===== config.mk =====
export PLATFORM = sky130hd
export DESIGN_NAME = tsptc_top
export DESIGN_NICKNAME = d
export VERILOG_FILES = /design/src/tsptc_pkg.sv /design/src/tsptc_top.sv
export VERILOG_INCLUDE_DIRS = /design/src
export SDC_FILE = /design/constraint.sdc
export NUM_CORES = 1
export LEC_CHECK = 0
export BUFFER_PORTS_ARGS = -buffer_cell sky130_fd_sc_hd__buf_4
export CAP_MARGIN = 20
export CORE_MARGIN = 4
export CORE_UTILIZATION = 40
export DETAILED_ROUTE_END_ITERATION = 10
export PLACE_DENSITY_LB_ADDON = 0.05
export SETUP_SLACK_MARGIN = 0.4
export SLEW_MARGIN = 30
export SYNTH_ARGS = -nofsm -noshare
export SYNTH_HDL_FRONTEND = slang
export SYNTH_SLANG_ARGS = --single-unit

===== constraint.sdc =====
create_clock -name mclk -period 6.7 [get_ports mclk]
set_clock_uncertainty 0.1 [all_clocks]
set_input_delay 0.67 -clock mclk [delete_from_list [all_inputs] [get_ports mclk]]
set_output_delay 0.67 -clock mclk [all_outputs]
set_load 0.01 [all_outputs]

===== src/tsptc_defines.svh =====
// Constants of the transport stream packet timing controller
`ifndef TSPTC_DEFINES_SVH
`define TSPTC_DEFINES_SVH
// Packet formats and lengths
`define TSPTC_SYNC_BYTE 8'h47
`define TSPTC_LEN_188 8'hBC
`define TSPTC_LEN_204 8'hCC
`define TSPTC_LEN_208 8'hD0
`define TSPTC_FREE_MIN 8'h10
`define TSPTC_FREE_RST 8'hBC
`define TSPTC_SF_LAST 9'h17F
// Reference counter
`define TSPTC_PCR_LOW_LAST 9'h12B
`define TSPTC_PCR_LOW_MOD 10'h12C
`define TSPTC_REF_MHZ 7'h1B
`define TSPTC_MCLK_MHZ 7'h32
// Restamp window and header fields
`define TSPTC_LINE_LAST 5'h16
`define TSPTC_LINE_FULL 5'h17
`define TSPTC_AFC_BYTE 1
`define TSPTC_HDR_BYTE 3
`define TSPTC_AFL_BYTE 4
`define TSPTC_AFF_BYTE 5
`define TSPTC_PCR_BYTE 6
`define TSPTC_SC1_BYTE 5
`define TSPTC_SC2_BYTE 6
`define TSPTC_PESF_BYTE 11
`define TSPTC_PTS_BYTE 13
`define TSPTC_DTS_BYTE 18
`define TSPTC_PUSI_BIT 6
`define TSPTC_AFC_BIT 5
`define TSPTC_PCRF_BIT 4
`define TSPTC_PTSF_BIT 7
`define TSPTC_DTSF_BIT 6
`define TSPTC_AF_MIN 8'h07
`define TSPTC_SC_ONE 8'h01
// Register byte offsets
`define TSPTC_REG_CTRL 6'h00
`define TSPTC_REG_FREE 6'h04
`define TSPTC_REG_RATE 6'h08
`define TSPTC_REG_STAT 6'h0C
`define TSPTC_REG_TXCNT 6'h10
`define TSPTC_REG_RXCNT 6'h14
`define TSPTC_REG_PCRLO 6'h18
`define TSPTC_REG_PCRHI 6'h1C
`define TSPTC_REG_PCRTOP 6'h20
// Control bits
`define TSPTC_C_RUN 0
`define TSPTC_C_REGEN 1
`define TSPTC_C_SUPER 2
`define TSPTC_C_STAMP 3
`define TSPTC_C_REC 4
`define TSPTC_C_RXSTB 5
`define TSPTC_C_TXCLR 6
`define TSPTC_C_RXCLR 7
`define TSPTC_C_FMT 9:8
`define TSPTC_RATE_RST 16'h0003
`endif


===== src/tsptc_pkg.sv =====
// Types of the transport stream packet timing controller
package tsptc_pkg;
	typedef enum logic [1:0] {
		TSPTC_FMT_188,
		TSPTC_FMT_204,
		TSPTC_FMT_208,
		TSPTC_FMT_FREE
	} tsptc_fmt_t;

	typedef struct packed {
		logic read;
		logic write;
		logic [5:0] address;
		logic [3:0] byteenable;
		logic [31:0] writedata;
	} tsptc_avl_req_t;

	typedef struct packed {
		logic [7:0] data;
		logic byte_en;
		logic byte_valid_strobe;
		logic psync;
	} tsptc_ts_out_t;

	typedef struct packed {
		logic [9:0] ctrl;
		logic [7:0] free_pkt_len;
		logic [7:0] free_data_len;
		logic [15:0] rate;
		logic [15:0] rate_cnt;
		logic tick;
		logic [22:0][7:0] line;
		logic [4:0] fill;
		logic [7:0] in_pos;
		logic [7:0] out_pos;
		logic in_sync;
		logic out_sync;
		logic [8:0] sf_cnt;
		tsptc_ts_out_t ts;
		logic [6:0] ref_acc;
		logic [8:0] pcr_low;
		logic [32:0] pcr_high;
		logic [31:0] tx_cnt;
		logic [23:0] rx_cnt;
		logic [2:0] rxc_sync;
		logic [2:0] rxv_sync;
		logic rxc_lvl;
		logic rxv_lvl;
		logic ack;
		logic [31:0] rdata;
	} tsptc_state_t;
endpackage


===== src/tsptc_top.sv =====
// Transport stream packet timing controller with Avalon-MM registers
// Overview of operation
// - Packets are 188, 204 or 208 bytes, or free length with its own size.
// - Free length takes a packet length and a data length, each held within 16 to 255.
// - In free length only the first data-length bytes of a packet are marked valid.
// - When output starts the valid strobe begins with the first byte of a packet.
// - Outside regeneration and super frame mode the start marker comes with every first byte, whatever its value.
// - In super frame mode the start marker comes once every 384 packets.
// - In regeneration mode the marker is derived from each detected 47h sync byte.
// - Regeneration works only in the 188, 204 and 208 formats, never in free length.
// - The reference counter is a 9-bit low part cycling 0 to 299 and a 33-bit high part.
// - The reference counter advances once per cycle of a 27 MHz rate.
// - In the 188, 204 and 208 formats PCR, PTS and DTS fields are replaced by their original value plus the counter (PTS and DTS: its high part).
// - While recording, a 24-bit counter counts bytes qualified by the receive strobe.
// - Without the strobe the receive counter counts receive clock cycles.
// - A 32-bit counter counts every transmitted byte and software can read it.
`include "tsptc_defines.svh"
module tsptc_top (
	// Clock and reset
	input wire logic mclk,
	input wire logic rstn,
	// Register bus
	input tsptc_pkg::tsptc_avl_req_t avl_req,
	output logic avl_waitrequest,
	output logic [31:0] avl_readdata,
	// Stream from the host buffer
	input wire logic [7:0] in_data,
	input wire logic in_valid,
	output logic in_ready,
	// Parallel stream output
	output tsptc_pkg::tsptc_ts_out_t ts_out,
	// Receive pins
	input wire logic rx_clk_pin,
	input wire logic rx_valid_pin
);
	tsptc_pkg::tsptc_state_t st_ff;
	tsptc_pkg::tsptc_state_t nxt_st;

	function automatic logic [31:0] be_merge(input logic [31:0] old, input logic [31:0] wd,
		input logic [3:0] be);
		logic [31:0] r;
		r = old;
		for (int i = 0; i < 4; i++) begin
			if (be[i]) begin
				r[i*8 +: 8] = wd[i*8 +: 8];
			end
		end
		return r;
	endfunction

	function automatic logic [7:0] clamp_len(input logic [7:0] v);
		return (v < `TSPTC_FREE_MIN) ? `TSPTC_FREE_MIN : v;
	endfunction

	function automatic logic [7:0] pkt_len(input tsptc_pkg::tsptc_fmt_t f,
		input logic [7:0] free_len);
		logic [7:0] r;
		case (f)
			tsptc_pkg::TSPTC_FMT_188: r = `TSPTC_LEN_188;
			tsptc_pkg::TSPTC_FMT_204: r = `TSPTC_LEN_204;
			tsptc_pkg::TSPTC_FMT_208: r = `TSPTC_LEN_208;
			default: r = free_len;
		endcase
		return r;
	endfunction

	// Adds the counter to a 33-bit timestamp with markers kept
	function automatic logic [39:0] ts_add(input logic [39:0] f, input logic [32:0] add);
		logic [32:0] s;
		s = {f[35:33], f[31:17], f[15:1]} + add;
		return {f[39:36], s[32:30], f[32], s[29:15], f[16], s[14:0], f[0]};
	endfunction

	// Adds base and extension of the counter to a clock reference
	function automatic logic [47:0] pcr_add(input logic [47:0] f, input logic [32:0] hi,
		input logic [8:0] lo);
		logic [9:0] e;
		logic [32:0] b;
		e = {1'b0, f[8:0]} + {1'b0, lo};
		b = f[47:15] + hi;
		if (e >= `TSPTC_PCR_LOW_MOD) begin
			e = e - `TSPTC_PCR_LOW_MOD;
			b = b + 33'h0_0000_0001;
		end
		return {b, f[14:9], e[8:0]};
	endfunction

	tsptc_pkg::tsptc_fmt_t fmt;
	logic [7:0] plen;
	logic [7:0] dlen;
	logic fixed_fmt;
	logic regen;
	logic shift;
	logic emit;
	logic [22:0][7:0] nl;
	logic [7:0] ob;
	logic [7:0] opos;
	logic osync;
	logic det;
	logic [6:0] acc_sum;
	logic rxc_rise;
	logic [5:0] addr;
	logic wr_now;
	logic [31:0] bm;

	assign fmt = tsptc_pkg::tsptc_fmt_t'(st_ff.ctrl[`TSPTC_C_FMT]);
	assign plen = pkt_len(fmt, st_ff.free_pkt_len);
	assign fixed_fmt = (fmt != tsptc_pkg::TSPTC_FMT_FREE);
	assign regen = st_ff.ctrl[`TSPTC_C_REGEN] & fixed_fmt;
	assign in_ready = st_ff.ctrl[`TSPTC_C_RUN] & st_ff.tick;
	assign shift = in_ready & in_valid;
	assign emit = shift & (st_ff.fill == `TSPTC_LINE_FULL);
	assign avl_waitrequest = (avl_req.read | avl_req.write) & ~st_ff.ack;
	assign avl_readdata = st_ff.rdata;
	assign ts_out = st_ff.ts;
	assign addr = {avl_req.address[5:2], 2'b00};
	assign wr_now = avl_req.write & st_ff.ack;

	always_comb begin
		nxt_st = st_ff;
		bm = 32'h0000_0000;
		// Effective data length of a packet
		if (fixed_fmt) begin
			dlen = plen;
		end else begin
			dlen = (st_ff.free_data_len < plen) ? st_ff.free_data_len : plen;
		end
		// Byte slot divider
		nxt_st.tick = 1'b0;
		if (st_ff.rate_cnt == 16'h0000) begin
			nxt_st.rate_cnt = st_ff.rate;
			nxt_st.tick = 1'b1;
		end else begin
			nxt_st.rate_cnt = st_ff.rate_cnt - 16'h0001;
		end
		// Input side: shift line and restamp a complete header
		nl = {st_ff.line[21:0], in_data};
		if (shift) begin
			if (regen && in_data == `TSPTC_SYNC_BYTE && (!st_ff.in_sync || st_ff.in_pos == 8'h00)) begin
				nxt_st.in_sync = 1'b1;
				nxt_st.in_pos = 8'h01;
			end else if (st_ff.in_pos == plen - 8'h01) begin
				nxt_st.in_pos = 8'h00;
			end else begin
				nxt_st.in_pos = st_ff.in_pos + 8'h01;
			end
			if (st_ff.ctrl[`TSPTC_C_STAMP] && fixed_fmt && (st_ff.in_sync || !regen)
				&& st_ff.in_pos == {3'b000, `TSPTC_LINE_LAST}
				&& nl[`TSPTC_LINE_LAST] == `TSPTC_SYNC_BYTE) begin
				if (nl[`TSPTC_LINE_LAST - `TSPTC_HDR_BYTE][`TSPTC_AFC_BIT]
					&& nl[`TSPTC_LINE_LAST - `TSPTC_AFL_BYTE] >= `TSPTC_AF_MIN
					&& nl[`TSPTC_LINE_LAST - `TSPTC_AFF_BYTE][`TSPTC_PCRF_BIT]) begin
					nl[`TSPTC_LINE_LAST - `TSPTC_PCR_BYTE -: 6] = pcr_add(
						nl[`TSPTC_LINE_LAST - `TSPTC_PCR_BYTE -: 6],
						st_ff.pcr_high, st_ff.pcr_low);
				end
				if (nl[`TSPTC_LINE_LAST - `TSPTC_AFC_BYTE][`TSPTC_PUSI_BIT]
					&& !nl[`TSPTC_LINE_LAST - `TSPTC_HDR_BYTE][`TSPTC_AFC_BIT]
					&& nl[`TSPTC_LINE_LAST - `TSPTC_AFL_BYTE] == 8'h00
					&& nl[`TSPTC_LINE_LAST - `TSPTC_SC1_BYTE] == 8'h00
					&& nl[`TSPTC_LINE_LAST - `TSPTC_SC2_BYTE] == `TSPTC_SC_ONE
					&& nl[`TSPTC_LINE_LAST - `TSPTC_PESF_BYTE][`TSPTC_PTSF_BIT]) begin
					nl[`TSPTC_LINE_LAST - `TSPTC_PTS_BYTE -: 5] = ts_add(
						nl[`TSPTC_LINE_LAST - `TSPTC_PTS_BYTE -: 5], st_ff.pcr_high);
					if (nl[`TSPTC_LINE_LAST - `TSPTC_PESF_BYTE][`TSPTC_DTSF_BIT]) begin
						nl[`TSPTC_LINE_LAST - `TSPTC_DTS_BYTE -: 5] = ts_add(
							nl[`TSPTC_LINE_LAST - `TSPTC_DTS_BYTE -: 5], st_ff.pcr_high);
					end
				end
			end
			nxt_st.line = nl;
			if (st_ff.fill != `TSPTC_LINE_FULL) begin
				nxt_st.fill = st_ff.fill + 5'h01;
			end
		end
		// Output side: marker and valid strobe
		ob = st_ff.line[`TSPTC_LINE_LAST];
		det = regen && ob == `TSPTC_SYNC_BYTE && (!st_ff.out_sync || st_ff.out_pos == 8'h00);
		opos = det ? 8'h00 : st_ff.out_pos;
		osync = regen ? (st_ff.out_sync | det) : 1'b1;
		nxt_st.ts.byte_en = in_ready;
		nxt_st.ts.byte_valid_strobe = 1'b0;
		nxt_st.ts.psync = 1'b0;
		if (emit) begin
			nxt_st.ts.data = ob;
			nxt_st.out_sync = osync;
			nxt_st.ts.byte_valid_strobe = osync && (opos < dlen);
			if (opos == 8'h00 && osync && (!regen || det)) begin
				nxt_st.ts.psync = !st_ff.ctrl[`TSPTC_C_SUPER] || st_ff.sf_cnt == 9'h000;
				nxt_st.sf_cnt = (st_ff.sf_cnt == `TSPTC_SF_LAST) ? 9'h000 : st_ff.sf_cnt + 9'h001;
			end
			if (osync) begin
				nxt_st.out_pos = (opos == plen - 8'h01) ? 8'h00 : opos + 8'h01;
			end
		end
		// Stopped output restarts aligned to a packet start
		if (!st_ff.ctrl[`TSPTC_C_RUN]) begin
			nxt_st.fill = 5'h00;
			nxt_st.in_pos = 8'h00;
			nxt_st.out_pos = 8'h00;
			nxt_st.in_sync = 1'b0;
			nxt_st.out_sync = 1'b0;
			nxt_st.sf_cnt = 9'h000;
		end
		// Reference counter on a fractional 27 MHz enable
		acc_sum = st_ff.ref_acc + `TSPTC_REF_MHZ;
		if (acc_sum >= `TSPTC_MCLK_MHZ) begin
			nxt_st.ref_acc = acc_sum - `TSPTC_MCLK_MHZ;
			if (st_ff.pcr_low == `TSPTC_PCR_LOW_LAST) begin
				nxt_st.pcr_low = 9'h000;
				nxt_st.pcr_high = st_ff.pcr_high + 33'h0_0000_0001;
			end else begin
				nxt_st.pcr_low = st_ff.pcr_low + 9'h001;
			end
		end else begin
			nxt_st.ref_acc = acc_sum;
		end
		// Receive pins through three stages
		nxt_st.rxc_sync = {st_ff.rxc_sync[1:0], rx_clk_pin};
		nxt_st.rxv_sync = {st_ff.rxv_sync[1:0], rx_valid_pin};
		if (st_ff.rxc_sync[1] == st_ff.rxc_sync[2]) begin
			nxt_st.rxc_lvl = st_ff.rxc_sync[2];
		end
		if (st_ff.rxv_sync[1] == st_ff.rxv_sync[2]) begin
			nxt_st.rxv_lvl = st_ff.rxv_sync[2];
		end
		rxc_rise = nxt_st.rxc_lvl & ~st_ff.rxc_lvl;
		// Transmit and receive counters, a count in the cycle of a clear starts from zero
		if (wr_now && addr == `TSPTC_REG_CTRL && avl_req.byteenable[0]) begin
			if (avl_req.writedata[`TSPTC_C_TXCLR]) begin
				nxt_st.tx_cnt = 32'h0000_0000;
			end
			if (avl_req.writedata[`TSPTC_C_RXCLR]) begin
				nxt_st.rx_cnt = 24'h00_0000;
			end
		end
		if (emit) begin
			nxt_st.tx_cnt = nxt_st.tx_cnt + 32'h0000_0001;
		end
		if (st_ff.ctrl[`TSPTC_C_REC] && rxc_rise) begin
			if (!st_ff.ctrl[`TSPTC_C_RXSTB]) begin
				nxt_st.rx_cnt = nxt_st.rx_cnt + 24'h00_0001;
			end else if (st_ff.rxv_lvl) begin
				nxt_st.rx_cnt = nxt_st.rx_cnt + 24'h00_0001;
			end
		end
		// Register bus, one wait cycle per access
		nxt_st.ack = (avl_req.read | avl_req.write) & ~st_ff.ack;
		if (avl_req.read && !st_ff.ack) begin
			case (addr)
				`TSPTC_REG_CTRL: nxt_st.rdata = {22'h00_0000, st_ff.ctrl[9:8], 2'b00, st_ff.ctrl[5:0]};
				`TSPTC_REG_FREE: nxt_st.rdata = {16'h0000, st_ff.free_data_len, st_ff.free_pkt_len};
				`TSPTC_REG_RATE: nxt_st.rdata = {16'h0000, st_ff.rate};
				`TSPTC_REG_STAT: nxt_st.rdata = {28'h000_0000, st_ff.fill == `TSPTC_LINE_FULL,
					st_ff.in_sync, st_ff.out_sync, st_ff.ctrl[`TSPTC_C_RUN]};
				`TSPTC_REG_TXCNT: nxt_st.rdata = st_ff.tx_cnt;
				`TSPTC_REG_RXCNT: nxt_st.rdata = {8'h00, st_ff.rx_cnt};
				`TSPTC_REG_PCRLO: nxt_st.rdata = {23'h00_0000, st_ff.pcr_low};
				`TSPTC_REG_PCRHI: nxt_st.rdata = st_ff.pcr_high[31:0];
				`TSPTC_REG_PCRTOP: nxt_st.rdata = {31'h0000_0000, st_ff.pcr_high[32]};
				default: nxt_st.rdata = 32'h0000_0000;
			endcase
		end
		if (wr_now) begin
			case (addr)
				`TSPTC_REG_CTRL: begin
					bm = be_merge({22'h00_0000, st_ff.ctrl}, avl_req.writedata,
						avl_req.byteenable);
					nxt_st.ctrl = bm[9:0];
					nxt_st.ctrl[`TSPTC_C_TXCLR] = 1'b0;
					nxt_st.ctrl[`TSPTC_C_RXCLR] = 1'b0;
				end
				`TSPTC_REG_FREE: begin
					if (avl_req.byteenable[0]) begin
						nxt_st.free_pkt_len = clamp_len(avl_req.writedata[7:0]);
					end
					if (avl_req.byteenable[1]) begin
						nxt_st.free_data_len = clamp_len(avl_req.writedata[15:8]);
					end
				end
				`TSPTC_REG_RATE: begin
					bm = be_merge({16'h0000, st_ff.rate}, avl_req.writedata,
						avl_req.byteenable);
					nxt_st.rate = bm[15:0];
				end
				default: nxt_st.ack = 1'b0;
			endcase
		end
	end

	always_ff @(posedge mclk or negedge rstn) begin
		if (!rstn) begin
			st_ff <= '0;
			st_ff.free_pkt_len <= `TSPTC_FREE_RST;
			st_ff.free_data_len <= `TSPTC_FREE_RST;
			st_ff.rate <= `TSPTC_RATE_RST;
		end else begin
			st_ff <= nxt_st;
		end
	end
endmodule


# After elaboration in Yosys (flattened, before gate mapping)
# Cells that the tools add are included.
# classes
addsub	18
multipliers	0
n_div	0
order_cmp	7
n_eq_ne	30
n_shift	0
mux	46
bitwise	11
reduce_logical	54
# op_table
cell	n
$pmux W32 S9	1
$mux W48	4
$mux W76	2
$add A33 B33 Y33	3
$mux W24	4
$mux W32	3
$mux W8	10
$add A33 B1 Y33 const B	2
$mux W56	1
$logic_not A8 Y1	5
$mux W36	1
$mux W9	4
$mux W33	1
$add A32 B1 Y32 const B	1
$add A24 B1 Y24 const B	1
$eq A8 B7 Y1 const B	3
$pmux W8 S3	1
$logic_and A1 B1 Y1	22
$add A9 B1 Y9 const B	2
$eq A9 B9 Y1 const B	2
$mux W18	1
$reduce_and A3 Y1	6
$add A8 B1 Y8 const B	2
$eq A4 B3 Y1 const B	4
42 further kinds	80
# word_totals
register_bits	430
latchBits	0
ramBits	0
rom_bits	0
wordCells	218
n_memories	0

# Longest topological paths before layout
# Gate-level depths: netlist of run 1.
# logic_depth
ltp_word	14
ltp_mapped	21
mapped_depth_nobuf	20

# Least setup slack after synthesis of run 1
# OpenSTA, ideal clock, no wires.
# synth_path
path_type	flip-flop to flip-flop
startpoint	register st_ff[97] (netlist name)
endpoint	register st_ff[240] (netlist name)
setup_time_ns	0.068
t_arrival_ns	4.596
setup_slack_ns	1.936
path_stages_with_launch	16
synth_period_minus_slack_ns	4.764
cell_sequence	dfrtp_1 > ha_1 > fa_1 > a211o_1 > a32o_1 > or4b_1 > and4bb_1 > nand4_1 > or3_1 > buf_2 > nor4_4 > nand4_1 > xor2_1 > a21oi_4 > nor4_1 > a221o_1
# synth_between
elab_chain_cells	11
word_cells_on_any_way	12
classes_between	add/sub (3); eq/ne (1); mux (6); reduce/logical (2)
# synth_lines
item	line	source
from (decl)	tsptc_top.sv:36	tsptc_pkg::tsptc_state_t st_ff;
from (signal assigned)	tsptc_top.sv:298	st_ff <= nxt_st;
$add A33 B33 Y33	tsptc_top.sv:80	b = f[47:15] + hi;
$add A33 B1 Y33	tsptc_top.sv:83	b = b + 33'h0_0000_0001;
$mux W33	tsptc_top.sv:81	if (e >= `TSPTC_PCR_LOW_MOD) begin
$mux W48	tsptc_top.sv:150	if (nl[`TSPTC_LINE_LAST - `TSPTC_HDR_BYTE][`TSPTC_AFC_BIT]
$mux W48	tsptc_top.sv:147	if (st_ff.ctrl[`TSPTC_C_STAMP] && fixed_fmt && (st_ff.in_sync || !regen)
$mux W48	tsptc_top.sv:138	if (shift) begin
$eq A8 B1 Y1 (no line)	n/a	
$logic_and A1 B1 Y1 (no line)	n/a	
$logic_and A1 B1 Y1	tsptc_top.sv:157	if (nl[`TSPTC_LINE_LAST - `TSPTC_AFC_BYTE][`TSPTC_PUSI_BIT]
$mux W76 *	tsptc_top.sv:157	
$mux W76 *	tsptc_top.sv:147	
# Every way passes the cells marked *; elsewhere a longest branch is shown, timed or not. The select of a mux whose other input is x is not followed.
# A chain may end at the register's enable or synchronous reset.

# Worst setup path in the final report of run 1
# layout_path
startpoint	register st_ff[102] (netlist name)
endpoint	register st_ff[199] (netlist name)
# Same word-level chain as after synthesis.

==> impl_metrics.py, run 1 <==
metrics = {
    "outcome": {
        "status": "complete, no violations",
    },
    "detailed_routing": {
        "first_pass_iters": 6,
        "avgViaCountPerCell": 5.83,
        "drc": 0,
        "drtIter0Drc": 2052,
        "finalWirelength_um": 92400,
        "vias": 24100,
        "ant_nets": 0,
        "post_drt_wl_per_cell_um": 22.3,
    },
    "hold_path": {
        "holdCritPathClass": "in -> reg",
    },
    "worst_setup_path": {
        "cp.arrival_ns": 6.53,
        "critPathTopFamily": "simple AND/OR/NAND/NOR gates",
        "cp_max_fo": 25,
        "crit_path_frequent_cell": "o21ai_0",
        "crit_chain": "ha_1 > nor3_1 > nor2_1 > a31oi_1 > o21ai_0 > o21ai_0 > or4_1 > o211ai_1 > nand4_1 > xor2_1 > a21oi_4 > buf_16 > nor4_2 > a221o_1",
        "r2r-end": "st_ff[199]",
        "start_kind": "register",
        "critPathKind": "reg -> reg",
        "crit_start": "st_ff[102]",
        "rr_startpoint": "st_ff[102]",
        "path_buf_inv": 1,
        "critPathCaptureType": "register",
        "worst_path_max_delay_cell": "nor4_2",
        "cpPeakStageDelay_ns": 0.79,
        "cp.depth": 14,
        "cp-endpoint": "st_ff[199]",
        "cp_data_required_time_ns": 7.15,
        "rr_worst_depth": 14,
        "reg2reg_slack_ns": 0.62,
    },
    "cts": {
        "numCtsBuffers": 52,
        "cts.sinks": 430,
        "clk_latency_ns": 0.63,
        "clk_path_buf_depth": 3,
        "clk_pin_slew_ns": 0.06,
        "cts_max_level": 2,
        "cts_root_buffer": "clkbuf_16",
        "post-cts-setup-buffers": 0,
        "cts_tree": "done",
    },
    "floorplanning": {
        "fp.dieArea_sq_mm": 0.0732,
        "core_sq_mm": 0.0685,
        "initial_core_util": 0.403,
        "pin_count": 102,
        "die_x_um": 271,
        "rows": 96,
        "die_y_um": 271,
    },
    "pwr": {
        "p_per_area_mw_per_mm2": 206,
        "irDropWorstVdd_mv": 0.176,
        "leakage_nw": 14.3,
        "power_frac_seq": 0.445,
        "swShare": 0.267,
        "power_mw": 6.34,
        "p_switching_mw": 1.69,
        "clkPwrFrac": 0.459,
        "p_int_mw": 4.65,
        "pwr-share-comb": 0.096,
    },
    "job": {
        "maxCapViolCount": 0,
    },
    "global_route": {
        "grt_overflow": 0,
        "grt_first_pass_wirelength_um": 143000,
        "antenna_found_initial": 1,
        "grt_usage": 0.247,
        "grt_max_degree": 201,
        "grt_pass1_vias": 23500,
    },
    "placement": {
        "dpl_worst_slack_ns": 0.792,
        "portBuffers": 81,
        "place_inst": 4040,
        "hpwl_um": 65900,
        "place_congestion": 0.885,
    },
    "timing": {
        "period_minus_slack_ns": 6.08,
        "tns_ns": 0,
        "grt_setup_unrepaired": "no",
        "drv_slew": 0,
        "maxSlewHeadroom": 0.291,
        "period_share": 0.908,
        "hold_viol": 0,
        "timing.final.ws_setup_ns": 0.617,
        "worst-slew-pin-transition_ns": 1.06,
        "fmax_mhz": 164,
        "setup_violations": 0,
    },
    "synthesis": {
        "yosys_warnings": 0,
        "synth_top_cell_area_share": 0.379,
        "synth_most_common_cell": "nand2_1",
        "syn_avg_cell_area_sq_um": 8.59,
        "synth_edf_count": 0,
        "synth-async-reset-ratio": 1.00,
        "syn-cell-area_sq_mm": 0.0276,
        "ys_top_cells_by_area": "dfrtp_1 (38%), nand2_1 (7.9%), ha_1 (6.5%), xnor2_1 (3.7%), xor2_1 (3.7%)",
        "synthFlopType": "dfrtp_1",
        "ys_ff_latch": 430,
        "synth_top_cell_by_area": "dfrtp_1",
        "yosysSeqAreaShare": 0.391,
        "syn_nets": 3414,
        "netlist_instances": 3210,
        "ys_types": 88,
        "netlist_top_cells_count": "nand2_1 (579), dfrtp_1 (418), nor2_1 (219), o21ai_0 (197), nand3_1 (168)",
    },
    "layout": {
        "syn2layout_area_growth_pct": 11.5,
        "regArea_sq_mm": 0.0108,
        "nFillCells": 6696,
        "antennaDiodeCount": 0,
        "utilization": 0.449,
        "num-nets-final": 3418,
        "stdcell_count": 4139,
        "drive_above_1_share": 0.0943,
        "multiInputGateArea_sq_mm": 0.0157,
    },
}
layout by cell type, fill, tap and decap left out, drive strengths merged, types with 8 or more instances in the layout:
master and instances:
a221o 13, nor2 219, clkbuf 73, nor3 76
a22oi 33, o211ai 15, a22o 15, clkinv 14
xor2 117, dfrtp 418, o31a 13, dfstp 12
xnor2 117, nand3 168, a21o 57, a211o 10
mux2i 21, and3 53, or4 8, inv 65
o21bai 15, nand4 29, a31oi 69, o21ai 199
nand2b 35, nand2 579, buf 143, and2 32
o31ai 33, mux2 39, a211oi 19, nor2b 21
or3 29, o21a 11, nor4 27, nand3b 19
a21oi 162, a221oi 8, ha 143
how the worst min path moves through the flow:
stage | startpoint | slack [ns] | depth (start not counted) | to
global route | rx_valid_pin | 0.03 | 1 | nxt_st[36]
finish | rx_valid_pin | 0.05 | 1 | nxt_st[36]
global placement | nxt_st[39] | 0.23 | 0 | nxt_st[40]
floorplan | nxt_st[36] | 0.23 | 0 | nxt_st[37]
detailed placement | nxt_st[36] | 0.23 | 0 | nxt_st[37]
CTS | rx_valid_pin | 0.01 | 1 | nxt_st[36]
state kept, by name, summed over array words and instances (netlist names):
signal and count:
nxt_st 4, nl 56, avl_readdata 32, ob 8
st_ff 317, ts_out 11, fmt 2
cells by family (layout without fill, tap and decap cells):
group	after synthesis	after routing	share of synthesized area
fa+ha+maj	149	149	0.0685
simple gates	1333	1333	0.225
compound gates	748	748	0.177
buf+inv	256	303	0.0416
mux	60	60	0.0235
flops	430	430	0.391
xor+xnor	234	234	0.0743
through the flow:
| step | hold slack (ns) | instance area, sq um |
|---|---|---|
| CTS | 0.0145 | 30700 |
| floorplan | 0.231 | 27600 |
| global route | 0.0252 | 30800 |
| finish | 0.0522 | 30800 |
| detailed placement | 0.235 | 29000 |
| global placement | 0.233 | 28900 |
power by group through the flow:
| stage | Sequential [mW] | Clock (mW) | Combinational (mW) |
|---|---|---|---|
| 6_report | 2.82 | 2.91 | 0.608 |
| 5_1_grt | 2.83 | 3.10 | 0.684 |
| 4_1_cts | 2.82 | 3.00 | 0.612 |
| 3_5_place_dp | 2.87 | 0 | 0.608 |
| 3_3_place_gp | 2.86 | 0 | 0.597 |
| 2_1_floorplan | 2.81 | 0 | 0.419 |
area by class of cell:
cell class              count  share of cell area
clock inverters            24             0.00944
clock buffers              73              0.0475
well taps                 882              0.0359
inverters                  62             0.00757
flip-flops and latches    430               0.350
multi-input cells        2524               0.511
repair buffers            144              0.0385
metal layers:
| metal | up-vias | track usage | wire length, um |
|---|---|---|---|
| met5 | - | 0 | 15 |
| met4 | 2 | 0.0886 | 3600 |
| met3 | 161 | 0.0316 | 4120 |
| met2 | 611 | 0.400 | 42400 |
| met1 | 11900 | 0.342 | 42200 |
| li1 | 11400 | - | - |
timing repair:
action	CTS	global route
gates resized for setup	0	0
hold buffers	1	0
endpoints found under the hold margin	23	0
No activity file was read; power rests on OpenSTA's default activity.
==> run 2: changes to the inputs <==
--- a/config.mk
+++ b/config.mk
@@ -11,7 +11,9 @@
 export CORE_MARGIN = 4
 export CORE_UTILIZATION = 40
 export DETAILED_ROUTE_END_ITERATION = 10
+export GPL_TIMING_DRIVEN = 1
 export PLACE_DENSITY_LB_ADDON = 0.05
+export REMOVE_ABC_BUFFERS = 1
 export SETUP_SLACK_MARGIN = 0.4
 export SLEW_MARGIN = 30
 export SYNTH_ARGS = -nofsm -noshare
==> run 2 against run 1 <==
Core utilization is 0.25 points higher; via count decreased by 1.4%; sequential share of layout area decreased by 0.19 points; worst hold slack better by 0.019 ns; critical endpoint unchanged; critical path depth is 1 higher.
==> impl_metrics.py, run 2 (synthesis gave the netlist of run 1 again) <==
metrics = {
    "floorplanning": {
        "pin_count": 102,
        "die_x_um": 271,
        "fp.dieArea_sq_mm": 0.0732,
        "core_sq_mm": 0.0685,
        "die_y_um": 271,
        "initial_core_util": 0.403,
        "rows": 96,
    },
    "layout": {
        "num-nets-final": 3413,
        "top_register": "st_ff",
        "drive_above_1_share": 0.0971,
        "syn2layout_area_growth_pct": 12.1,
        "nFillCells": 6783,
        "largest_reg_flops": 317,
        "final_cell_mix": "nand2_1 (578), dfrtp_1 (418), nor2_1 (217)",
        "layout_commonest_cell": "nand2_1",
    },
    "timing": {
        "maxSlewHeadroom": 0.319,
        "period_minus_slack_ns": 5.97,
        "fmax_mhz": 167,
        "drv_slew": 0,
        "period_share": 0.891,
        "grt_setup_unrepaired": "no",
        "hold_ws_ns": 0.0714,
        "worst-slew-pin-transition_ns": 1.01,
        "hold_viol": 0,
        "setup_violations": 0,
    },
    "worst_setup_path": {
        "worst_path_max_delay_cell": "nor4_2",
        "cp_data_required_time_ns": 7.14,
        "cp_max_fo": 17,
        "cp.arrival_ns": 6.41,
        "critPathKind": "reg -> reg",
        "start_kind": "register",
        "critPathCaptureType": "register",
        "cpPeakStageDelay_ns": 0.86,
        "crit_chain": "ha_1 > fa_1 > a211oi_1 > o21ai_0 > buf_4 > a31o_2 > a21o_1 > a311oi_1 > nor4b_2 > and4_1 > nand4_1 > xor2_1 > a21oi_4 > nor4_2 > a221o_1",
    },
    "cts": {
        "cts_max_level": 2,
        "cts.sinks": 430,
        "cts_tree": "done",
        "clk_latency_ns": 0.61,
        "clk_path_buf_depth": 3,
        "post-cts-setup-buffers": 0,
        "numCtsBuffers": 54,
        "cts_resized": 0,
        "cts_root_buffer": "clkbuf_16",
        "clk_pin_slew_ns": 0.06,
    },
    "placement": {
        "place_congestion": 0.908,
        "hpwl_um": 64700,
        "portBuffers": 81,
    },
    "global_route": {
        "antenna_found_initial": 2,
        "grt_max_degree": 158,
        "grt_usage": 0.240,
        "grt_first_pass_wirelength_um": 140000,
        "grt_pass1_vias": 23300,
        "grt_overflow": 0,
    },
    "detailed_routing": {
        "drc": 0,
        "avgViaCountPerCell": 5.75,
        "finalWirelength_um": 89900,
        "post_drt_wl_per_cell_um": 21.7,
        "drtIter0Drc": 1696,
        "vias": 23800,
        "first_pass_iters": 5,
        "ant_nets": 0,
    },
    "pwr": {
        "leakage_nw": 14.4,
        "p_per_area_mw_per_mm2": 217,
        "power_mw": 6.70,
        "irDropWorstVdd_mv": 0.194,
    },
    "job": {
        "maxCapViolCount": 0,
    },
    "hold_path": {
        "holdCritPathClass": "in -> reg",
    },
    "outcome": {
        "status": "complete, no violations",
    },
}
run 2: worst paths after layout:
| path | start | endpoint | slack (ns) | cells past startpoint |
|---|---|---|---|---|
| max in group asynchronous | rstn | st_ff[256] | 4.77 | 4 |
| setup reg to reg | st_ff[284] | st_ff[199] | 0.73 | 15 |
| min in group asynchronous | rstn | st_ff[385] | 0.49 | 2 |
| setup / recovery | st_ff[284] | st_ff[199] | 0.73 | 15 |
| hold / removal | rx_valid_pin | nxt_st[36] | 0.07 | 1 |
| hold reg to reg | nxt_st[36] | nxt_st[37] | 0.26 | 0 |
run 2: final cells by class:
cell class / count / area, sq um / area share
multi-input cells: 2524 / 15700 / 0.508
well taps: 882 / 1100 / 0.0357
clock buffers: 72 / 1580 / 0.0511
diodes: 1 / 2.50 / 0.0000809
inverters: 62 / 233 / 0.00753
repair buffers: 137 / 1100 / 0.0356
clock inverters: 30 / 419 / 0.0136
flip-flops and latches: 430 / 10800 / 0.348
run 2: critical path: cells and delay by family, from the launching register on:
| family | cells | cell delay, ns |
|---|---|---|
| AND/OR/NAND/NOR | 4 | 1.87 |
| AO/OA/AOI/OAI | 7 | 2.16 |
| buffers and inverters | 1 | 0.18 |
| adder cells (fa/ha/maj) | 2 | 0.66 |
| flip-flops | 1 | 0.40 |
| XOR/XNOR | 1 | 0.50 |
run 2: repair_timing:
item                                    4_1_cts  5_1_grt
endpoints found under the hold margin        49        0
hold buffers                                  1        0
endpoints found under the setup margin        0        0
run 2: routing by layer:
metal / vias up / wire, um / track usage
li1: 11400 / - / -
met1: 11700 / 42100 / 0.338
met2: 524 / 42000 / 0.396
met3: 130 / 3610 / 0.0255
met4: 0 / 2170 / 0.0638
met5: - / 0 / 0
run 2: power by group:
part	switching, mW	leakage, nW	internal, mW
Clock	1.24	0.984	2.01
Sequential	0.119	5.85	2.71
Combinational	0.369	7.57	0.253
Total	1.73	14.4	4.97
run 2: through the flow:
| step | utilization | cell area, sq um | TNS (ns) | setup WS [ns] | std cells |
|---|---|---|---|---|---|
| after CTS | 0.451 | 30900 | 0 | 0.762 | 4136 |
| after global routing | 0.452 | 30900 | 0 | 0.444 | 4137 |
| final | 0.452 | 30900 | 0 | 0.727 | 4138 |
| after global placement | 0.422 | 28900 | 0 | 0.864 | 4033 |
| after floorplan | - | 26700 | -15.95 | -1.14 | 3016 |
| after detailed placement | 0.422 | 28900 | 0 | 0.814 | 4033 |
